File: config.mk
export PLATFORM = sky130hd
export DESIGN_NAME = pgs_sched
export DESIGN_NICKNAME = d
export VERILOG_FILES = /design/src/include/pgs_pkg.sv /design/src/logic/pgs_fifo.sv /design/src/logic/pgs_tick_div.sv /design/src/logic/pgs_sched.sv
export VERILOG_INCLUDE_DIRS = /design/src /design/src/include
export SDC_FILE = /design/constraint.sdc
export NUM_CORES = 1
export LEC_CHECK = 0
export BUFFER_PORTS_ARGS = -buffer_cell sky130_fd_sc_hd__buf_2
export CORE_ASPECT_RATIO = 0.6
export CORE_UTILIZATION = 50
export DETAILED_ROUTE_END_ITERATION = 7
export HOLD_SLACK_MARGIN = 0.12
export PLACE_DENSITY = 0.67
export SLEW_MARGIN = 20
export SYNTH_ARGS = -nofsm -noshare
export SYNTH_HDL_FRONTEND = slang
export SYNTH_HIERARCHICAL = 1
export SYNTH_SLANG_ARGS = --single-unit
File: constraint.sdc
create_clock -name clk_i -period 8.3 [get_ports clk_i]
set_input_delay 1.66 -clock clk_i [delete_from_list [all_inputs] [get_ports clk_i]]
set_output_delay 1.66 -clock clk_i [all_outputs]
set_load 0.1 [all_outputs]
File: src/include/pgs_consts.svh
// constants of the polling group scheduler: register offsets, fields, resets, timing
// assumes inclusion by the package and by the design files
`ifndef PGS_CONSTS_SVH
`define PGS_CONSTS_SVH

// register byte offsets
`define PGS_OFF_CTRL      8'h00
`define PGS_OFF_IDLE_LVL  8'h04
`define PGS_OFF_TRIAL_MIN 8'h08
`define PGS_OFF_CMD       8'h0c
`define PGS_OFF_STATUS    8'h10
`define PGS_OFF_GROUP     8'h40

// ctrl field positions
`define PGS_CTRL_BASE 0
`define PGS_CTRL_SYM  1
`define PGS_CTRL_RPT  2
// command field positions
`define PGS_CMD_APPLY  0
`define PGS_CMD_COMMIT 1

// reset values of the configuration
`define PGS_RST_CTRL      3'h1
`define PGS_RST_IDLE_LVL  7'h01
`define PGS_RST_TRIAL_MIN 7'h1e

// legal ranges
`define PGS_IDLE_LVL_MIN  7'h01
`define PGS_IDLE_LVL_MAX  7'h64
`define PGS_TRIAL_MIN_MIN 7'h01
`define PGS_TRIAL_MIN_MAX 7'h78
`define PGS_GROUP_CLOSED  6'h00

// timing
`define PGS_CLK_PERIOD_NS 50
`define PGS_MINUTE_S      60
`define PGS_CLK_HZ        20000000
`define PGS_RESP_WIN_NS   10000

`endif

File: src/include/pgs_pkg.sv
// types shared by the polling group scheduler files
// assumes the constants header is on the include path
`include "pgs_consts.svh"

package pgs_pkg;

  // scheduler states, gray coded along sel, poll, wait, base
  typedef enum logic [1:0] {
    PGS_SEL  = 2'b00,
    PGS_POLL = 2'b01,
    PGS_WAIT = 2'b11,
    PGS_BASE = 2'b10
  } pgs_state_e;

  // one configuration set: ctrl bits, idle level, trial minutes
  typedef struct packed {
    logic [2:0] ctrl;
    logic [6:0] idle_lvl;
    logic [6:0] trial_min;
  } pgs_cfg_s;

endpackage

File: src/logic/pgs_fifo.sv
// synchronous fifo with valid and ready on both sides
// assumes one clock and a synchronous active-high reset
module pgs_fifo #(
  parameter int WIDTH = 14,
  parameter int DEPTH = 16
) (
  input wire logic clk_i,
  input wire logic rst_i,
  input wire logic in_valid_i,
  output logic in_ready_o,
  input wire logic [WIDTH-1:0] in_data_i,
  output logic out_valid_o,
  input wire logic out_ready_i,
  output logic [WIDTH-1:0] out_data_o
);
  localparam int AW = $clog2(DEPTH);

  // whole state of the fifo
  typedef struct packed {
    logic [DEPTH-1:0][WIDTH-1:0] mem;
    logic [AW-1:0] wr;
    logic [AW-1:0] rd;
    logic [AW:0] cnt;
  } pgs_fifo_s;

  pgs_fifo_s st_q; // registered state
  pgs_fifo_s st_d; // next state
  logic push; // entry written this cycle
  logic pop; // entry drained this cycle

  // honest flags from the fill count
  assign in_ready_o = (st_q.cnt != (AW+1)'(DEPTH));
  assign out_valid_o = (st_q.cnt != '0);
  assign out_data_o = st_q.mem[st_q.rd];
  assign push = in_valid_i && in_ready_o;
  assign pop = out_valid_o && out_ready_i;

  // pointer and count update
  always_comb begin
    st_d = st_q;
    if (push) begin
      st_d.mem[st_q.wr] = in_data_i;
      st_d.wr = (st_q.wr == AW'(DEPTH-1)) ? '0 : st_q.wr + 1'b1;
    end
    if (pop) begin
      st_d.rd = (st_q.rd == AW'(DEPTH-1)) ? '0 : st_q.rd + 1'b1;
    end
    if (push && !pop) begin
      st_d.cnt = st_q.cnt + 1'b1;
    end else if (pop && !push) begin
      st_d.cnt = st_q.cnt - 1'b1;
    end
  end

  // state register
  always_ff @(posedge clk_i) begin
    if (rst_i) begin
      st_q <= '0;
    end else begin
      st_q <= st_d;
    end
  end
endmodule

File: src/logic/pgs_tick_div.sv
// divider that gives a one-cycle enable pulse every COUNT cycles
// assumes one clock and a synchronous active-high reset
module pgs_tick_div #(
  parameter int COUNT = 1200000000
) (
  input wire logic clk_i,
  input wire logic rst_i,
  input wire logic clr_i,
  output logic tick_o
);
  // whole state of the divider
  typedef struct packed {
    logic [30:0] cnt;
    logic tick;
  } pgs_div_s;

  pgs_div_s st_q; // registered state
  pgs_div_s st_d; // next state

  assign tick_o = st_q.tick;

  // count up, wrap and pulse; clear restarts the period
  always_comb begin
    st_d = st_q;
    st_d.tick = 1'b0;
    if (clr_i) begin
      st_d.cnt = '0;
    end else if (st_q.cnt == 31'(COUNT - 1)) begin
      st_d.cnt = '0;
      st_d.tick = 1'b1;
    end else begin
      st_d.cnt = st_q.cnt + 1'b1;
    end
  end

  // state register
  always_ff @(posedge clk_i) begin
    if (rst_i) begin
      st_q <= '0;
    end else begin
      st_q <= st_d;
    end
  end
endmodule

File: src/logic/pgs_sched.sv
// polling group scheduler: base polling slots, idle skipping, group forwarding filter
// assumes a classic wishbone master, synchronous inputs, one 20 MHz clock
//
// The Wishbone slave port and the placing of the registers are this design's own decisions.
module pgs_sched
  import pgs_pkg::*;
#(
  parameter int NREM = 8,
  parameter int DW = 8,
  parameter int FIFO_DEPTH = 16,
  parameter int MINUTE_CYCLES = `PGS_MINUTE_S * `PGS_CLK_HZ
) (
  input wire logic clk_i,
  input wire logic rst_i,
  // wishbone slave
  input wire logic cyc_i,
  input wire logic stb_i,
  input wire logic we_i,
  input wire logic [7:0] adr_i,
  input wire logic [3:0] sel_i,
  input wire logic [31:0] dat_i,
  output logic [31:0] dat_o,
  output logic ack_o,
  // slot grants towards the radio
  output logic grant_valid_o,
  output logic grant_base_o,
  output logic [$clog2(NREM)-1:0] grant_id_o,
  input wire logic grant_ready_i,
  // poll answers
  input wire logic resp_valid_i,
  input wire logic resp_nak_i,
  // packets received from remotes
  input wire logic pkt_valid_i,
  output logic pkt_ready_o,
  input wire logic [$clog2(NREM)-1:0] pkt_src_i,
  input wire logic [DW-1:0] pkt_data_i,
  // packets to resend to remotes of one group
  output logic fwd_valid_o,
  input wire logic fwd_ready_i,
  output logic [5:0] fwd_group_o,
  output logic [DW-1:0] fwd_data_o,
  // direct path check between two remotes
  input wire logic [$clog2(NREM)-1:0] chk_a_i,
  input wire logic [$clog2(NREM)-1:0] chk_b_i,
  output logic chk_allow_o,
  // trial state
  output logic trial_active_o
);
  localparam int RW = $clog2(NREM);
  localparam int RESP_CYC_RAW = `PGS_RESP_WIN_NS / `PGS_CLK_PERIOD_NS;
  localparam int RESP_CYC = (RESP_CYC_RAW < 1) ? 1 : RESP_CYC_RAW;

  // state of the block, apart from the repeat buffer and the minute divider
  typedef struct packed {
    pgs_state_e state;
    logic [RW-1:0] idx;
    logic [15:0] win;
    logic [NREM-1:0][5:0] grp;
    logic [NREM-1:0][6:0] skip;
    pgs_cfg_s staged;
    pgs_cfg_s cur;
    pgs_cfg_s stored;
    logic trial;
    logic [6:0] trial_left;
    logic ack;
    logic [31:0] rdat;
    logic allow;
  } pgs_top_s;

  pgs_top_s st_q; // registered state
  pgs_top_s st_d; // next state
  logic min_tick; // one pulse per minute
  logic div_clr; // restarts the minute divider
  logic bus_req; // new wishbone access this cycle
  logic bus_wr; // new write access
  logic [31:0] wmask; // byte-lane write mask
  logic fifo_in_valid; // packet goes into the repeat buffer
  logic fifo_in_ready; // buffer has room
  logic [DW+5:0] fifo_out; // group and data leaving the buffer
  logic is_base; // running as base station
  logic is_sym; // running symmetric policy
  logic is_rpt; // running with repeating on
  logic src_open; // sender has a nonzero group

  assign is_base = st_q.cur.ctrl[`PGS_CTRL_BASE];
  assign is_sym = st_q.cur.ctrl[`PGS_CTRL_SYM];
  assign is_rpt = st_q.cur.ctrl[`PGS_CTRL_RPT];
  assign bus_req = cyc_i && stb_i && !st_q.ack;
  assign bus_wr = bus_req && we_i;
  assign wmask = {{8{sel_i[3]}}, {8{sel_i[2]}}, {8{sel_i[1]}}, {8{sel_i[0]}}};

  // grants are combinational from the state
  assign grant_valid_o = (st_q.state == PGS_POLL) || (st_q.state == PGS_BASE);
  assign grant_base_o = (st_q.state == PGS_BASE);
  assign grant_id_o = st_q.idx;
  assign ack_o = st_q.ack;
  assign dat_o = st_q.rdat;
  assign chk_allow_o = st_q.allow;
  assign trial_active_o = st_q.trial;

  // repeat buffer admission: only open senders while repeating
  assign src_open = (st_q.grp[pkt_src_i] != `PGS_GROUP_CLOSED);
  assign fifo_in_valid = pkt_valid_i && is_base && is_rpt && src_open;
  assign pkt_ready_o = fifo_in_valid ? fifo_in_ready : 1'b1;
  assign fwd_group_o = fifo_out[DW+5:DW];
  assign fwd_data_o = fifo_out[DW-1:0];

  // clamp a written value into its legal range
  function automatic logic [6:0] clamp7(input logic [6:0] v, input logic [6:0] lo,
                                        input logic [6:0] hi);
    logic [6:0] r;
    r = v;
    if (v < lo) begin
      r = lo;
    end else if (v > hi) begin
      r = hi;
    end
    return r;
  endfunction

  // repeat buffer holding group and payload
  pgs_fifo #(
    .WIDTH(DW + 6),
    .DEPTH(FIFO_DEPTH)
  ) u_fifo (
    .clk_i(clk_i),
    .rst_i(rst_i),
    .in_valid_i(fifo_in_valid),
    .in_ready_o(fifo_in_ready),
    .in_data_i({st_q.grp[pkt_src_i], pkt_data_i}),
    .out_valid_o(fwd_valid_o),
    .out_ready_i(fwd_ready_i),
    .out_data_o(fifo_out)
  );

  // minute enable for the trial countdown
  pgs_tick_div #(
    .COUNT(MINUTE_CYCLES)
  ) u_div (
    .clk_i(clk_i),
    .rst_i(rst_i),
    .clr_i(div_clr),
    .tick_o(min_tick)
  );

  // divider restarts whenever a trial starts
  assign div_clr = bus_wr && (adr_i == `PGS_OFF_CMD) && sel_i[0] && dat_i[`PGS_CMD_APPLY];

  // next state of scheduler, configuration and bus
  always_comb begin
    logic advance; // current remote done, move on
    logic wrap; // polling round ends with this move
    logic mark_idle; // current remote just went idle
    logic [31:0] wv; // merged write value
    st_d = st_q;
    advance = 1'b0;
    mark_idle = 1'b0;
    wrap = (st_q.idx == RW'(NREM - 1));
    wv = 32'h0;

    // scheduler
    case (st_q.state)
      PGS_SEL: begin
        if (is_base) begin
          if (st_q.skip[st_q.idx] != 7'h00) begin
            advance = 1'b1;
            // one skipped round counted off each time the remote is passed over
            st_d.skip[st_q.idx] = st_q.skip[st_q.idx] - 1'b1;
            if (wrap && is_sym) begin
              st_d.state = PGS_BASE;
            end
          end else begin
            st_d.state = PGS_POLL;
          end
        end
      end
      PGS_POLL: begin
        if (grant_ready_i) begin
          st_d.state = PGS_WAIT;
          st_d.win = 16'(RESP_CYC - 1);
        end
      end
      PGS_WAIT: begin
        if (resp_valid_i || st_q.win == 16'h0) begin
          mark_idle = !resp_valid_i || resp_nak_i;
          advance = 1'b1;
          if (!is_sym || wrap) begin
            st_d.state = PGS_BASE;
          end else begin
            st_d.state = PGS_SEL;
          end
        end else begin
          st_d.win = st_q.win - 1'b1;
        end
      end
      PGS_BASE: begin
        if (grant_ready_i) begin
          st_d.state = PGS_SEL;
        end
      end
      default: begin
        st_d.state = PGS_SEL;
      end
    endcase

    // index move; an idle remote is skipped exactly idle-level rounds
    if (advance) begin
      st_d.idx = wrap ? '0 : st_q.idx + 1'b1;
    end
    if (mark_idle && is_base) begin
      st_d.skip[st_q.idx] = st_q.cur.idle_lvl;
    end
    if (!is_base) begin
      st_d.skip = '0;
      st_d.state = PGS_SEL;
    end

    // trial countdown and automatic restore
    if (st_q.trial && min_tick) begin
      if (st_q.trial_left == 7'h01) begin
        st_d.cur = st_q.stored;
        st_d.trial = 1'b0;
      end else begin
        st_d.trial_left = st_q.trial_left - 1'b1;
      end
    end

    // direct path between two remotes
    st_d.allow = !is_rpt && (chk_a_i != chk_b_i)
                 && (st_q.grp[chk_a_i] != `PGS_GROUP_CLOSED)
                 && (st_q.grp[chk_a_i] == st_q.grp[chk_b_i]);

    // wishbone: ack one cycle after the request, dropped the next
    st_d.ack = bus_req;
    if (bus_req && !we_i) begin
      if (adr_i == `PGS_OFF_CTRL) begin
        st_d.rdat = {29'h0, st_q.staged.ctrl};
      end else if (adr_i == `PGS_OFF_IDLE_LVL) begin
        st_d.rdat = {25'h0, st_q.staged.idle_lvl};
      end else if (adr_i == `PGS_OFF_TRIAL_MIN) begin
        st_d.rdat = {25'h0, st_q.staged.trial_min};
      end else if (adr_i == `PGS_OFF_STATUS) begin
        st_d.rdat = {1'b0, st_q.trial_left, 1'b0, st_q.cur.trial_min,
                     1'b0, st_q.cur.idle_lvl, st_q.state, st_q.cur.ctrl, 2'b00, st_q.trial};
      end else if (adr_i >= `PGS_OFF_GROUP && adr_i < 8'(`PGS_OFF_GROUP + 4 * NREM)) begin
        st_d.rdat = {26'h0, st_q.grp[RW'((adr_i - `PGS_OFF_GROUP) >> 2)]};
      end else begin
        st_d.rdat = 32'h0; // unmapped and command read as zero
      end
    end else if (bus_wr) begin
      st_d.rdat = 32'h0;
      if (adr_i == `PGS_OFF_CTRL) begin
        wv = (dat_i & wmask) | ({29'h0, st_q.staged.ctrl} & ~wmask);
        st_d.staged.ctrl = wv[2:0];
      end else if (adr_i == `PGS_OFF_IDLE_LVL) begin
        wv = (dat_i & wmask) | ({25'h0, st_q.staged.idle_lvl} & ~wmask);
        st_d.staged.idle_lvl = clamp7(wv[6:0], `PGS_IDLE_LVL_MIN, `PGS_IDLE_LVL_MAX);
      end else if (adr_i == `PGS_OFF_TRIAL_MIN) begin
        wv = (dat_i & wmask) | ({25'h0, st_q.staged.trial_min} & ~wmask);
        st_d.staged.trial_min = clamp7(wv[6:0], `PGS_TRIAL_MIN_MIN, `PGS_TRIAL_MIN_MAX);
      end else if (adr_i == `PGS_OFF_CMD) begin
        if (sel_i[0] && dat_i[`PGS_CMD_APPLY]) begin
          st_d.cur = st_q.staged;
          st_d.trial = 1'b1;
          st_d.trial_left = st_q.staged.trial_min;
          st_d.skip = '0;
          st_d.state = PGS_SEL;
        end else if (sel_i[0] && dat_i[`PGS_CMD_COMMIT]) begin
          st_d.stored = st_q.cur;
          st_d.cur = st_q.cur; // a commit beats a restore in the same cycle
          st_d.trial = 1'b0;
        end
      end else if (adr_i >= `PGS_OFF_GROUP && adr_i < 8'(`PGS_OFF_GROUP + 4 * NREM)) begin
        if (sel_i[0]) begin
          st_d.grp[RW'((adr_i - `PGS_OFF_GROUP) >> 2)] = dat_i[5:0];
        end
      end
    end
  end

  // state register with configuration defaults
  always_ff @(posedge clk_i) begin
    if (rst_i) begin
      st_q <= '0;
      st_q.state <= PGS_SEL;
      st_q.staged <= '{`PGS_RST_CTRL, `PGS_RST_IDLE_LVL, `PGS_RST_TRIAL_MIN};
      st_q.cur <= '{`PGS_RST_CTRL, `PGS_RST_IDLE_LVL, `PGS_RST_TRIAL_MIN};
      st_q.stored <= '{`PGS_RST_CTRL, `PGS_RST_IDLE_LVL, `PGS_RST_TRIAL_MIN};
    end else begin
      st_q <= st_d;
    end
  end
endmodule

==> flow_summary.yaml <==
run_status:
  outcome: "finished clean"
hold_path:
  whs_endpoint: "st_q[66]"
  hold_class: "flip-flop to flip-flop"
  hp-start: "st_q[49]"
  holdPathStages: 2
drt:
  wl_per_cell_um: 20.5
  route.detailed.drc: 0
  vias: 18800
  dr.pass1.iters: 5
  wl_um: 63200
  ant_nets: 0
  via_per_inst: 6.11
  drtIter0Drc: 1921
placement:
  dp_cells: 2999
  gp_congestion: 0.927
  dp_hpwl_um: 41200
  port_buffers: 95
synth:
  yosysMostFrequentCell: "dfxtp_1"
  ys.warnings.count: 6
  synth.distinct_cells: 87
  synth-edff-count: 0
  synth_top_area_frac: 0.403
  syn_area_um2: 24000
  yosys.area.top_type: "dfxtp_1"
  async_flop_share: 0
  syn_area_per_cell_um2: 9.79
  ys_top_cells_by_area: "dfxtp_1 (40%), mux2i_1 (13%), mux4_2 (10%), nor2_1 (6.0%), nand2_1 (2.7%)"
  yosysSeqAreaShare: 0.403
  ys_seq_elements: 484
  netlist_instances: 2455
  ys.flop_type: "dfxtp_1"
  synth_common_cells: "dfxtp_1 (484), nor2_1 (386), mux2i_1 (301)"
global_routing:
  grt_pass1_vias: 17600
  use_met1: 0.382
  track_usage: 0.255
  antenna_found_initial: 4
  top_usage_layer: "met1"
  overflow: 0
  use_met2: 0.369
  grt_pass1_wl_um: 99400
  met3_usage: 0.0529
  grt_max_degree: 211
timing:
  finClkSkew_ns: 0.0408
  final.setup.tns_ns: 0
  rsz0062_at_grt: "false"
  finalSetupViolCount: 0
  hold_viol: 0
  fin_crit_sh: 0.707
  maxSlewViolCount: 0
  max-slew-margin-rel: 0.252
  min_period_ns: 5.87
  fmax_mhz: 170
  worst_pin_slew_ns: 1.12
setup_path:
  required_ns: 6.64
  regToRegStartpoint: "st_q[166]"
  cp-end-kind: "primary output"
  critPathArrivalTime_ns: 4.21
  path_class: "input pin to primary output"
  start_kind: "input pin"
  rr_worst_depth: 12
  r2r_setup_slack_ns: 4.28
  critPathMaxFanout: 17
  rr_endpoint: "u_fifo/st_q[4]"
power:
  ir_worst_vdd_mv: 0.139
  p_leak_nw: 9.00
  power_mw: 5.68
  power_density_nw_per_um2: 218
die:
  rows: 61
  initial_core_util: 0.513
  die_x_um: 285
  die_area_um2: 49000
  coreArea_um2: 46900
  num_io_pins: 127
  fp.dieH_um: 172
layout:
  area_growth_pct: 8.21
  nFillCells: 4057
  utilization: 0.555
  stdcell_count: 3082
  drive_above_1_share: 0.158
  regArea_um2: 9700
  num-nets-final: 2510
  multi_input_area_um2: 13100
clock_network:
  clock-sinks: 484
  cts_buffer_depth: 3
  clk_pin_slew_ns: 0.07
  cts_buffers: 46
  post_cts_buffers: 0
  cts_tree: "done"
  cts.hold.buffers_added: 0
  clock-root-buffer: "clkbuf_16"
  htree_levels: 2
  insertion_delay_ns: 0.59
  cts_resized: 0
flow_run:
  max_cap_viol_count: 0
[per-layer routing]
layer | up-vias | wire (um)
li1 | 8739 | -
met1 | 9255 | 29800
met2 | 725 | 26600
met3 | 95 | 5660
met4 | 4 | 1180
met5 | - | 36
[worst max-delay path: stages]
cell and delay, ns:
buf_2 0.36, mux4_2 0.62, mux2_2 0.43, nor3_1 0.22
a21oi_1 0.24, nand2b_1 0.20, buf_2 0.45
[stage by stage]
stage,cell area (um^2),hold slack (ns),worst slack (ns)
5_1_grt,26000,0.486,2.30
4_1_cts,26000,0.458,2.44
3_3_place_gp,24500,0.438,2.45
2_1_floorplan,24000,0.430,2.54
6_report,26000,0.458,2.43
3_5_place_dp,24500,0.451,2.45
[where the power goes]
group | leakage, nW | internal [mW] | switching [mW]
logic | 4.37 | 0.323 | 0.747
clock network | 0.729 | 1.23 | 0.921
registers | 3.90 | 2.39 | 0.0689
[flip-flops by register name, indices dropped and copies added, names as in the netlist, named ones only]
register,cells
u_fifo/st_q,237
st_q,174
u_div/st_q,31
dat_o,29
grant_id_o,3
ack_o,1
chk_allow_o,1
is_base,1
is_rpt,1
is_sym,1
trial_active_o,1
u_div/tick_o,1
[logic make-up (layout without fill, tap and decap cells)]
logic type | after synthesis | after routing | synth area share
xor+xnor | 53 | 53 | 0.0193
simple gates | 834 | 834 | 0.161
flops | 484 | 484 | 0.403
buf+inv | 245 | 237 | 0.0528
compound gates | 390 | 390 | 0.114
fa+ha+maj | 22 | 22 | 0.0118
mux | 426 | 426 | 0.237
other cells | 1 | 6 | 0.000156
[cell type report]
cell class	instances	share of cell area
inverter	26	0.00375
clock inverter	14	0.00712
multi-input combinational	1728	0.505
antenna	3	0.000289
timing repair buffer	131	0.0295
sequential	484	0.373
clock buffer	66	0.0507
tap	630	0.0303
[worst max path at each step]
stage / startpoint / to / slack, ns / depth (start not counted)
after global routing: pkt_src_i[0] / pkt_ready_o / 2.30 / 7
after CTS: pkt_src_i[0] / pkt_ready_o / 2.44 / 7
after global placement: pkt_src_i[0] / pkt_ready_o / 2.45 / 7
final: pkt_src_i[0] / pkt_ready_o / 2.43 / 7
after floorplan: pkt_src_i[0] / pkt_ready_o / 2.54 / 6
after detailed placement: pkt_src_i[0] / pkt_ready_o / 2.45 / 7
[cells in the final DEF, fill, tap and decap left out, types with 8 or more instances in the layout]
cell type and instances:
clkbuf_1 12, nand2_1 170, and3_1 13, o22ai_1 31
inv_1 25, a21oi_1 120, a32oi_1 23, nand3_1 74
buf_4 35, xnor2_1 25, a211o_1 13, mux4_2 112
o21ai_0 49, mux2i_1 301, nand2b_1 13, a32o_1 8
a31oi_1 19, nor2_1 385, clkbuf_16 47, nor4_1 11
mux2_2 11, o211ai_1 8, or4_1 12, dfxtp_1 481
a211oi_4 12, nor3_1 44, nor2b_1 20, ha_1 21
buf_2 94, nand4_1 14, xor2_1 28, a22oi_1 60
and2_1 10
Power figures use the tool's default switching activity.
